File: src/verilog/erf_pkg.sv
// Purpose: shared constants for the external program fetch and variant select block
// Assumes: sys_clk at 250 MHz, straps static while running
// Notes: variant codes are {variant_select_high, variant_select_low}
package erf_pkg;
   // ----------------------------------------
   // address space
   // ----------------------------------------
   localparam int ERF_PC_WIDTH = 11;
   localparam int ERF_LOW_WIDTH = 8;
   localparam int ERF_UPPER_WIDTH = 3;
   localparam int ERF_UPPER_LSB = 8;
   // ----------------------------------------
   // timing
   // ----------------------------------------
   localparam int ERF_CLOCK_DIVIDE = 4;
   localparam logic [1:0] ERF_PHASE_RESET = 2'h0;
   localparam logic [1:0] ERF_PHASE_LAST = 2'h3;
   // ----------------------------------------
   // variant straps and sizes
   // ----------------------------------------
   localparam logic [1:0] ERF_SEL_FULL = 2'h3;
   localparam logic [1:0] ERF_SEL_HALF = 2'h1;
   localparam logic [1:0] ERF_SEL_SMALL = 2'h0;
   localparam logic [6:0] ERF_RAM_DIGITS_FULL = 7'h7F;
   localparam logic [6:0] ERF_RAM_DIGITS_HALF = 7'h3F;
   localparam logic [6:0] ERF_RAM_DIGITS_SMALL = 7'h1F;
   localparam logic [1:0] ERF_STACK_FULL = 2'h3;
   localparam logic [1:0] ERF_STACK_SMALL = 2'h2;
   localparam logic [2:0] ERF_UPPER_MASK_FULL = 3'h7;
   localparam logic [2:0] ERF_UPPER_MASK_HALF = 3'h3;
   localparam logic [2:0] ERF_UPPER_MASK_SMALL = 3'h1;
   localparam logic [7:0] ERF_TIMER_RESET = 8'h00;
   localparam logic [10:0] ERF_PC_RESET = 11'h000;
   localparam logic [7:0] ERF_BYTE_RESET = 8'h00;
   // fetch states
   typedef enum logic [1:0] {
      ERF_ADDR = 2'h0,
      ERF_DATA = 2'h1
   } erf_fetch_type;
endpackage

File: src/verilog/erf_fetch.sv
// Purpose: external program fetch, clock divide and variant select straps
// Assumes: straps static; program counter and skip supplied by the core
// Notes: fetch bus is a two-way pin split into in, out and enable
`timescale 1ns/1ps
// Summary of operation
// - program address always spans full 2k words
// - strobe high: device drives low address byte
// - strobe low: device samples instruction byte in
// - top three address bits on own pins
// - skip indicator output for debug
// - internal timing is clock divided by four
// - separate general input and halt port pins
// - host bus port enabled when strap low, except in smallest variant
// - dual clock enabled when strap low, except in smallest variant
// - timer source internal low, events high
// - straps both one: full variant
// - upper zero lower one: half RAM
// - straps both zero: 32 digits, 4x8
// - smallest variant: stack depth two levels
// - L outputs may float under program control
// - no power-on init; reset input only
module erf_fetch (
   input wire logic sys_clk,
   input wire logic rst,
   input wire logic [10:0] program_counter,
   input wire logic skip_active,
   input wire logic [7:0] fetch_bus_in,
   output logic [7:0] fetch_bus_out,
   output logic fetch_bus_oe,
   output logic addr_phase_strobe,
   output logic [2:0] upper_rom_address,
   output logic skip_out,
   output logic [7:0] instruction_byte,
   output logic instruction_valid,
   output logic cycle_tick,
   input wire logic clock_pin_general_input,
   output logic clock_pin_general_value,
   input wire logic clock_pin_halt_in,
   output logic clock_pin_halt_out,
   output logic clock_pin_halt_oe,
   input wire logic halt_request,
   input wire logic host_bus_select,
   input wire logic dual_clock_select,
   input wire logic timer_source_select,
   input wire logic variant_select_high,
   input wire logic variant_select_low,
   output logic host_bus_enable,
   output logic dual_clock_enable,
   output logic timer_enable,
   output logic interrupt_enable,
   output logic [6:0] ram_digit_limit,
   output logic [1:0] stack_levels,
   output logic [2:0] upper_address_mask,
   input wire logic timer_event_in,
   output logic [7:0] timer_count,
   output logic timer_overflow,
   input wire logic [7:0] l_port_data,
   input wire logic l_port_enable,
   output logic [7:0] l_port_out,
   output logic l_port_oe
);
   typedef struct packed {
      logic [1:0] phase;
      erf_pkg::erf_fetch_type fetch;
      logic [10:0] address;
      logic [7:0] instr;
      logic valid;
      logic skip;
      logic [7:0] l_data;
      logic l_oe;
      logic halt_drive;
      logic general_value;
   } erf_state_type;
   erf_state_type state_reg;
   erf_state_type state_next;
   logic [1:0] variant_code;
   logic small_variant;

   // ----------------------------------------
   // variant decode
   // ----------------------------------------
   // decode the straps once; used by several outputs below
   function automatic logic [6:0] ram_limit_of(input logic [1:0] code);
      unique case (code)
         erf_pkg::ERF_SEL_FULL: ram_limit_of = erf_pkg::ERF_RAM_DIGITS_FULL;
         erf_pkg::ERF_SEL_HALF: ram_limit_of = erf_pkg::ERF_RAM_DIGITS_HALF;
         erf_pkg::ERF_SEL_SMALL: ram_limit_of = erf_pkg::ERF_RAM_DIGITS_SMALL;
         default: ram_limit_of = erf_pkg::ERF_RAM_DIGITS_FULL; // undefined code: full
      endcase
   endfunction

   function automatic logic [2:0] upper_mask_of(input logic [1:0] code);
      unique case (code)
         erf_pkg::ERF_SEL_FULL: upper_mask_of = erf_pkg::ERF_UPPER_MASK_FULL;
         erf_pkg::ERF_SEL_HALF: upper_mask_of = erf_pkg::ERF_UPPER_MASK_HALF;
         erf_pkg::ERF_SEL_SMALL: upper_mask_of = erf_pkg::ERF_UPPER_MASK_SMALL;
         default: upper_mask_of = erf_pkg::ERF_UPPER_MASK_FULL;
      endcase
   endfunction

   assign variant_code = {variant_select_high, variant_select_low};
   assign small_variant = (variant_code == erf_pkg::ERF_SEL_SMALL);

   // configuration outputs straight from the straps
   assign ram_digit_limit = ram_limit_of(variant_code);
   assign upper_address_mask = upper_mask_of(variant_code);
   assign stack_levels = small_variant ? erf_pkg::ERF_STACK_SMALL
                                       : erf_pkg::ERF_STACK_FULL;
   // active-low straps; smallest variant lacks these features entirely
   assign host_bus_enable = ~host_bus_select & ~small_variant;
   assign dual_clock_enable = ~dual_clock_select & ~small_variant;
   assign timer_enable = ~small_variant;
   assign interrupt_enable = ~small_variant;

   // ----------------------------------------
   // divide by four and fetch sequencing
   // ----------------------------------------
   // phase 0..3 is one divided clock; a fetch spans two of them
   always_comb begin
      state_next = state_reg;
      state_next.valid = 1'b0;
      state_next.phase = state_reg.phase + 2'h1;
      state_next.general_value = clock_pin_general_input;
      state_next.halt_drive = halt_request;
      state_next.l_oe = l_port_enable;
      state_next.l_data = l_port_data;
      if (state_reg.phase == erf_pkg::ERF_PHASE_LAST) begin
         unique case (state_reg.fetch)
            erf_pkg::ERF_ADDR: begin
               // address was latched as the last data phase ended; held so pins stay steady
               state_next.fetch = erf_pkg::ERF_DATA;
            end
            erf_pkg::ERF_DATA: begin
               // sample at end of data phase, after memory has settled
               state_next.instr = fetch_bus_in;
               state_next.valid = 1'b1;
               state_next.skip = skip_active;
               state_next.address = program_counter;
               state_next.fetch = erf_pkg::ERF_ADDR;
            end
         endcase
      end
   end

   // no power-on init: only the reset pin sets state
   always_ff @(posedge sys_clk or posedge rst) begin
      if (rst) begin
         state_reg <= '{erf_pkg::ERF_PHASE_RESET, erf_pkg::ERF_ADDR, erf_pkg::ERF_PC_RESET,
                        erf_pkg::ERF_BYTE_RESET, 1'b0, 1'b0, erf_pkg::ERF_BYTE_RESET,
                        1'b0, 1'b0, 1'b0};
      end else begin
         state_reg <= state_next;
      end
   end

   // ----------------------------------------
   // pins
   // ----------------------------------------
   assign addr_phase_strobe = (state_reg.fetch == erf_pkg::ERF_ADDR);
   // drive only in the address phase so the memory can own the bus after
   assign fetch_bus_oe = addr_phase_strobe;
   assign fetch_bus_out = state_reg.address[7:0];
   // full width always driven; board grounds unused memory inputs
   assign upper_rom_address = state_reg.address[10:8];
   assign skip_out = state_reg.skip;
   assign instruction_byte = state_reg.instr;
   assign instruction_valid = state_reg.valid;
   assign cycle_tick = (state_reg.phase == erf_pkg::ERF_PHASE_LAST);
   assign clock_pin_general_value = state_reg.general_value;
   assign clock_pin_halt_out = 1'b0;
   assign clock_pin_halt_oe = state_reg.halt_drive;
   assign l_port_out = state_reg.l_data;
   assign l_port_oe = state_reg.l_oe;

   // ----------------------------------------
   // timer
   // ----------------------------------------
   erf_timer timer_inst (
      .sys_clk(sys_clk),
      .rst(rst),
      .time_base_tick(cycle_tick),
      .event_in(timer_event_in),
      .timer_source_select(timer_source_select),
      .timer_enable(timer_enable),
      .timer_count(timer_count),
      .timer_overflow(timer_overflow)
   );
endmodule

File: src/verilog/erf_timer.sv
// Purpose: 8-bit timer with internal or external count source
// Assumes: event input already synchronous to sys_clk
// Notes: overflow is a one-cycle pulse
`timescale 1ns/1ps
module erf_timer (
   input wire logic sys_clk,
   input wire logic rst,
   input wire logic time_base_tick,
   input wire logic event_in,
   input wire logic timer_source_select,
   input wire logic timer_enable,
   output logic [7:0] timer_count,
   output logic timer_overflow
);
   typedef struct packed {
      logic [7:0] count;
      logic event_last;
      logic overflow;
   } erf_timer_state_type;
   erf_timer_state_type state_reg;
   erf_timer_state_type state_next;
   logic step;

   // ----------------------------------------
   // count source and next state
   // ----------------------------------------
   always_comb begin
      state_next = state_reg;
      state_next.event_last = event_in;
      state_next.overflow = 1'b0;
      // low strap: internal base; high: rising edge of the event pin
      step = timer_source_select ? (event_in & ~state_reg.event_last)
                                 : time_base_tick;
      if (timer_enable && step) begin
         state_next.count = state_reg.count + 8'h01;
         state_next.overflow = (state_reg.count == 8'hFF);
      end
   end

   always_ff @(posedge sys_clk or posedge rst) begin
      if (rst) begin
         state_reg <= '{erf_pkg::ERF_TIMER_RESET, 1'b0, 1'b0};
      end else begin
         state_reg <= state_next;
      end
   end

   assign timer_count = state_reg.count;
   assign timer_overflow = state_reg.overflow;
endmodule
File: config.mk
export PLATFORM = sky130hd
export DESIGN_NAME = erf_fetch
export DESIGN_NICKNAME = d
export VERILOG_FILES = /design/src/verilog/erf_pkg.sv /design/src/verilog/erf_fetch.sv /design/src/verilog/erf_timer.sv
export SDC_FILE = /design/constraint.sdc
export NUM_CORES = 1
export LEC_CHECK = 0
export ABC_AREA = 1
export BUFFER_PORTS_ARGS = -buffer_cell sky130_fd_sc_hd__buf_4
export CAP_MARGIN = 40
export CORE_MARGIN = 2
export CORE_UTILIZATION = 41
export DETAILED_ROUTE_END_ITERATION = 8
export PLACE_DENSITY = 0.76
export SYNTH_ARGS = -nofsm -noshare
export SYNTH_HDL_FRONTEND = slang
export SYNTH_SLANG_ARGS = --single-unit
File: constraint.sdc
create_clock -name sys_clk -period 1.11 [get_ports sys_clk]
set_input_delay 0 -clock sys_clk [delete_from_list [all_inputs] [get_ports sys_clk]]
set_output_delay 0 -clock sys_clk [all_outputs]
set_load 0.1 [all_outputs]
==> metrics, run 1 <==
status=finished, violations left; failing checks=setup timing; Clock Path Buffers=2; port buffer count=91; worst path cell trace=ha_4 > buf_4 > nand2_8 > buf_8 > nand2_1 > nand2_1; Post-Syn Instances=roughly 230; Inserted Diodes=0; skew final=between 0.005 and 0.006 ns; GP Congestion=~0.8; most common flop cell mapped by yosys=dfrtp_1; hpwl dp=slightly below 3000 µm; worst vdd ir=about 2.3 mV; WS Path Type=reg -> reg; switching share of power=43.7%; FP Rows=26; RSZ-0062 raised after global routing=yes; Startpoint Class=register; die area=between 5000 and 6000 µm²; Starting Density=between 40% and 50%; max incr delay on CP=about 0.42 ns; count leader, synth=nand2_1; gr usage total=between 10% and 20%; Crit-path slowest cell=dfrtp_1; htree depth=2; final hold vios=0; Layout Cells excl Fill=between 300 and 400; Core Area=around 5000 µm²; largest net degree at the start of global routing=46; Worst EP arrival=1.47 ns; Post-synth ARST share=between 90% and 100%; Distinct cells, synth=22; min cycle time layout=approximately 1.2 ns; post-synthesis sequential area ratio=a little over half; PwrDens=around 1700 nW/µm²; synth cell count leaders=88 x nand2_1, 49 x buf_4, 45 x dfrtp_1, 11 x inv_1, 6 x nor2_1; Fin Hold WS=0.125 ns; Worst setup EP type=register; CTS tree=done; Static Leak=1.66 nW; Sink Count=45; YS warnings=0; fin worst setup slack=-0.126 ns; WL per Instance=approximately 12 µm; critical path's top delay family=flip-flops; flop and latch count out of synthesis=45; setup TNS=-2.38 ns; Top-Level Pins=around 100; share of cells above drive strength 1=between 40 and 50%; Psw=approximately 2.4 mW; Post-DRT Antenna Nets=0; # fillers=between 400 and 500; area leader, netlist=dfrtp_1; DRC viols=0; final wirelength=4880 µm; Max Fclk=roughly 810 MHz; Power Internal=3.15 mW; share of the synthesized area in the top cell type=between 50% and 60%; Area growth syn-to-layout=54.1%; Final #Nets=around 370; drt via density=roughly 4.3; register share of total power=between 30% and 40%; Comb pwr share=a little over two fifths; clock power share=~22%; DR pass1 iterations=4; number of synthesized flops with an enable pin=0; worst-skew pair later-pin latency=just under 0.3 ns; Worst-path clk slew=about 0.08 ns; CTS Buf Count=5; dominant cells by area after synthesis=dfrtp_1 54%, buf_4 18%, nand2_1 16%; CTS root buffer=clkbuf_8; Final Util=between 60% and 70%; Top cell by count, worst path=nand2_1; Tot Pwr=between 5 and 6 mW; required time worst endpoint=between 1 and 1.5 ns; period utilization=111%; Crit path buffers/inverters=2; Starting DRT DRC Count=60; Vias=1699; Placed Instances=~350; gr ovfl total=0; Post-Syn Area=about 2100 µm²; Final Setup Violations=29; initial antenna violation count=0; Die X=between 70 and 80 µm; worst min path class=in -> reg; Worst Path Max Fanout=11; max cap viols=0; Die H=~75 µm; vias in the first global route=between 1500 and 2000; first-pass GRT wire length=7130 µm; Slew Limit Fails=0; Mapped Avg Cell Area=~9 µm²
==> metal layers <==
metal	GRT usage [%]	share of wire, %	vias to the layer above
met5	0	0	-
met3	4.63	6.7	6
li1	-	-	829
met2	31.1	52	61
met1	19.1	40	803
met4	4.09	0.94	0
==> per-stage QoR <==
stage          cell area (µm²)  setup WS, ns
2_1_floorplan             2150        -0.201
3_3_place_gp              2590       -0.0586
3_5_place_dp              2590        -0.114
4_1_cts                   3070       -0.0944
5_1_grt                   3230        -0.182
6_report                  3230        -0.126
==> timing repair <==
action | 4_1_cts | 5_1_grt
buffers inserted | 0 | 6
hold buffers | 33 | 0
endpoints found under the hold margin | 77 | 0
pin swaps | 3 | 2
cloned | 0 | 2
endpoints found under the setup margin | 35 | 33
gates resized for setup | 9 | 22
==> cells in the final DEF (no fill, tap or decap), types with 3 or more instances in the layout <==
cell type	netlist	final
buf_12	0	3
nand3_1	4	3
dfrtp_1	45	43
inv_1	11	9
nor2_4	2	4
nor2_1	6	3
nor2_2	2	3
conb_1	2	8
buf_4	49	96
clkbuf_8	0	5
nand2_1	88	84
dlygate4sd3_1	0	33
nand2_2	0	3
buf_6	0	3
==> worst reg2reg max path, cell delays in order, from the launching register on <==
cell and delay, ns:
dfrtp_1 0.42, ha_4 0.19, buf_4 0.15, nand2_8 0.12, buf_8 0.15, nand2_1 0.07
nand2_1 0.07
==> cells by family (layout without fill, tap and decap cells) <==
kind of cell,Yosys count,after routing,synth area share [%]
buffers and inverters,68,161,21.4
AOI/OAI and AO/OA,1,1,0.239
and+or+nand+nor,108,108,21.8
adders and majority gates,2,2,1.19
DFF,45,45,53.7
xor gates and xnor gates,3,3,1.25
other,2,8,0.358
==> final timing paths <==
check | start | to | slack (ns) | cells past startpoint
min in group asynchronous | rst | l_port_oe | 0.31 | 4
max | state_reg[34] | fetch_bus_out[4] | -0.13 | 6
min reg2reg | fetch_bus_out[0] | fetch_bus_out[0] | 0.48 | 2
max reg2reg | state_reg[34] | fetch_bus_out[4] | -0.13 | 6
min | timer_source_select | timer_inst.timer_overflow | 0.13 | 4
max in group asynchronous | rst | state_reg[32] | 0.58 | 4
==> power by group through the flow <==
stage	sequential, mW	clock, mW	combinational, mW
6_report	1.95	1.23	2.42
5_1_grt	1.96	1.34	2.53
4_1_cts	1.93	1.27	2.35
3_5_place_dp	1.94	0	2.19
3_3_place_gp	1.93	0	2.17
2_1_floorplan	1.97	0	1.83
==> area by class of cell <==
| type | count | area (µm²) | area share [%] |
|---|---|---|---|
| Clock inverter | 3 | 46.3 | 1.43 |
| Sequential cell | 45 | 1130 | 34.9 |
| Timing Repair Buffer | 138 | 1200 | 37.1 |
| Clock buffer | 5 | 68.8 | 2.13 |
| Inverter | 14 | 73.8 | 2.29 |
| Tap cell | 70 | 87.6 | 2.71 |
| Timing Repair inverter | 1 | 11.3 | 0.349 |
| Multi-Input combinational cell | 122 | 614 | 19.0 |
Note: power is estimated with default switching activity, not from simulation.
==> inputs of run 2 (changes only) <==
--- a/config.mk
+++ b/config.mk
@@ -8,6 +8,7 @@
 export ABC_AREA = 1
 export BUFFER_PORTS_ARGS = -buffer_cell sky130_fd_sc_hd__buf_4
 export CAP_MARGIN = 40
+export CORE_ASPECT_RATIO = 1.1
 export CORE_MARGIN = 2
 export CORE_UTILIZATION = 41
 export DETAILED_ROUTE_END_ITERATION = 8
==> run 2 against run 1 <==
The run still ends with setup timing left. Count of clock-buffer cells in the layout stayed put. Register-to-register slack better by 0.03 ns. First-iteration DRC count grew 37%. Sequential cell count unchanged. Clock skew down 0.00090 ns. Clock power is 17% lower. Total power is 1.4% lower. Hold slack better by 0.0059 ns. Non-clock buffer count rose by 1. Sequential power is essentially flat. Critical path type unchanged.
==> metrics, run 2 (same netlist as run 1, synthesis figures left out) <==
status=finished, violations left; failing checks=setup timing; Slew Limit Fails=0; Clock Path Buffers=2; Worst-path clk slew=0.09 ns; Inserted Diodes=0; Crit-path slowest cell=dfrtp_1; Design Area, Final=about 3200 µm²; gr usage total=16.8%; die area=~5700 µm²; Starting DRT DRC Count=just over 80; CTS tree=done; min-delay src=timer_source_select; Final #Nets=370; WL met3=299 µm; min cycle time layout=roughly 1.2 ns; Top-Level Pins=around 100; CTS Buf Count=5; htree depth=2; Top cell by count, worst path=nor2_4; first-pass GRT wire length=approximately 7400 µm; Layout Cells excl Fill=387; initial antenna violation count=0; Max Fclk=about 830 MHz; period utilization=108%; # fillers=411; Worst EP arrival=1.38 ns; worst-skew pair later-pin latency=~0.3 ns; required time worst endpoint=about 1.3 ns; DR pass1 iterations=4; share of cells above drive strength 1=41.6%; GP Congestion=0.824; Die H=just under 80 µm; Worst Path Max Fanout=6; largest net degree at the start of global routing=46; most frequent cells in the layout=95 x buf_4, 85 x nand2_1, 43 x dfrtp_1, 33 x dlygate4sd3_1; Area growth syn-to-layout=52.8%; R2R depth=6; Static Leak=about 1.7 nW; final wirelength=between 4000 and 5000 µm; Storage cell area=between 1000 and 1500 µm²; WL per Instance=roughly 13 µm; Startpoint Class=register; WL met2=2620 µm; fin worst setup slack=-0.0913 ns; R2R setup slack=-0.09 ns; Die X=approximately 72 µm; final hold vios=0; Setup WS pre-CTS=-0.0864 ns; gr ovfl total=0; port buffer count=91; PwrDens=about 1700 nW/µm²; max incr delay on CP=roughly 0.40 ns; Final Setup Violations=31; drt via density=between 4 and 5; Cell Area, Placed=between 2000 and 3000 µm²; met1 wire length=between 1500 and 2000 µm; Post-DRT Antenna Nets=0; Placed Instances=339; hold depth=4; Worst Hold Path EP=timer_inst.timer_count[5]; Vias=approximately 1700; worst min path class=in -> reg; worst path cell trace=ha_4 > nor2_4 > nor2_4 > nand2_4 > buf_4 > xnor2_2; Core Area=4970 µm²; CTS root buffer=clkbuf_8; skew final=around 0.0045 ns; WS Path Type=reg -> reg; R2R Path Start=state_reg[34]; Max Used Layer=met4; RSZ-0062 raised after global routing=yes; hpwl dp=2960 µm; FP Rows=27; worst vdd ir=around 2.1 mV; vias in the first global route=1621; commonest non-fill, non-tap cell in the layout=buf_4; Worst setup EP type=register; Sink Count=45; Starting Density=around 42%; RR Endpoint=timer_inst.timer_count[0]; max cap viols=0; area of the multi-input gates=about 600 µm²; Tot Pwr=5.52 mW; DRC viols=0
## run 2: final cells by class
cell class                      count  area share [%]
Timing Repair Buffer              139            37.7
Inverter                           14            2.38
Multi-Input combinational cell    122            19.3
Sequential cell                    45            35.2
Timing Repair inverter              1           0.352
Clock inverter                      3           0.664
Tap cell                           58            2.27
Clock buffer                        5            2.15
## run 2: worst max-delay path by stage
stage,startpoint,end
after floorplan,state_reg[34],timer_inst.timer_count[4]
after global placement,timer_inst.timer_count[1],timer_inst.timer_overflow
after detailed placement,timer_inst.timer_count[1],timer_inst.timer_overflow
after CTS,state_reg[34],timer_inst.timer_count[4]
after global routing,state_reg[34],timer_inst.timer_count[4]
final,state_reg[34],timer_inst.timer_count[0]
## run 2: what timing repair did
item,CTS,global route
gates cloned,0,2
endpoints found under the hold margin,77,0
pin swaps,3,7
hold buffers,33,0
setup endpoints to repair,33,36
gates resized for setup,7,31
buffers inserted,0,5
## run 2: routing by layer
metal	up-vias	global-route usage, %
met5	-	0
met4	0	6.60
met3	12	4.06
met2	64	31.0
met1	789	18.0
li1	830	-
## run 2: through the flow
stage          setup TNS, ns  hold slack (ns)  util (%)
3_5_place_dp           -1.31           0.0637      52.1
4_1_cts               -0.783            0.117      61.2
3_3_place_gp          -0.278           0.0580      52.1
2_1_floorplan          -4.89           0.0314         -
5_1_grt                -4.04            0.148      64.5
6_report               -1.62            0.131      64.5
## run 2: power by group
group	switching, mW	leakage, nW	internal, mW
Sequential	0.153	0.536	1.79
Clock	0.577	0.0445	0.447
Combinational	1.78	1.09	0.772
Total	2.51	1.67	3.01
## run 2: worst max-delay path: cells and delay by family, from the launching register on
kind          cells  cell delay (ns)
flops             1             0.40
simple gates      3             0.24
fa+ha+maj         1             0.18
buf+inv           1             0.15
xor+xnor          1             0.12
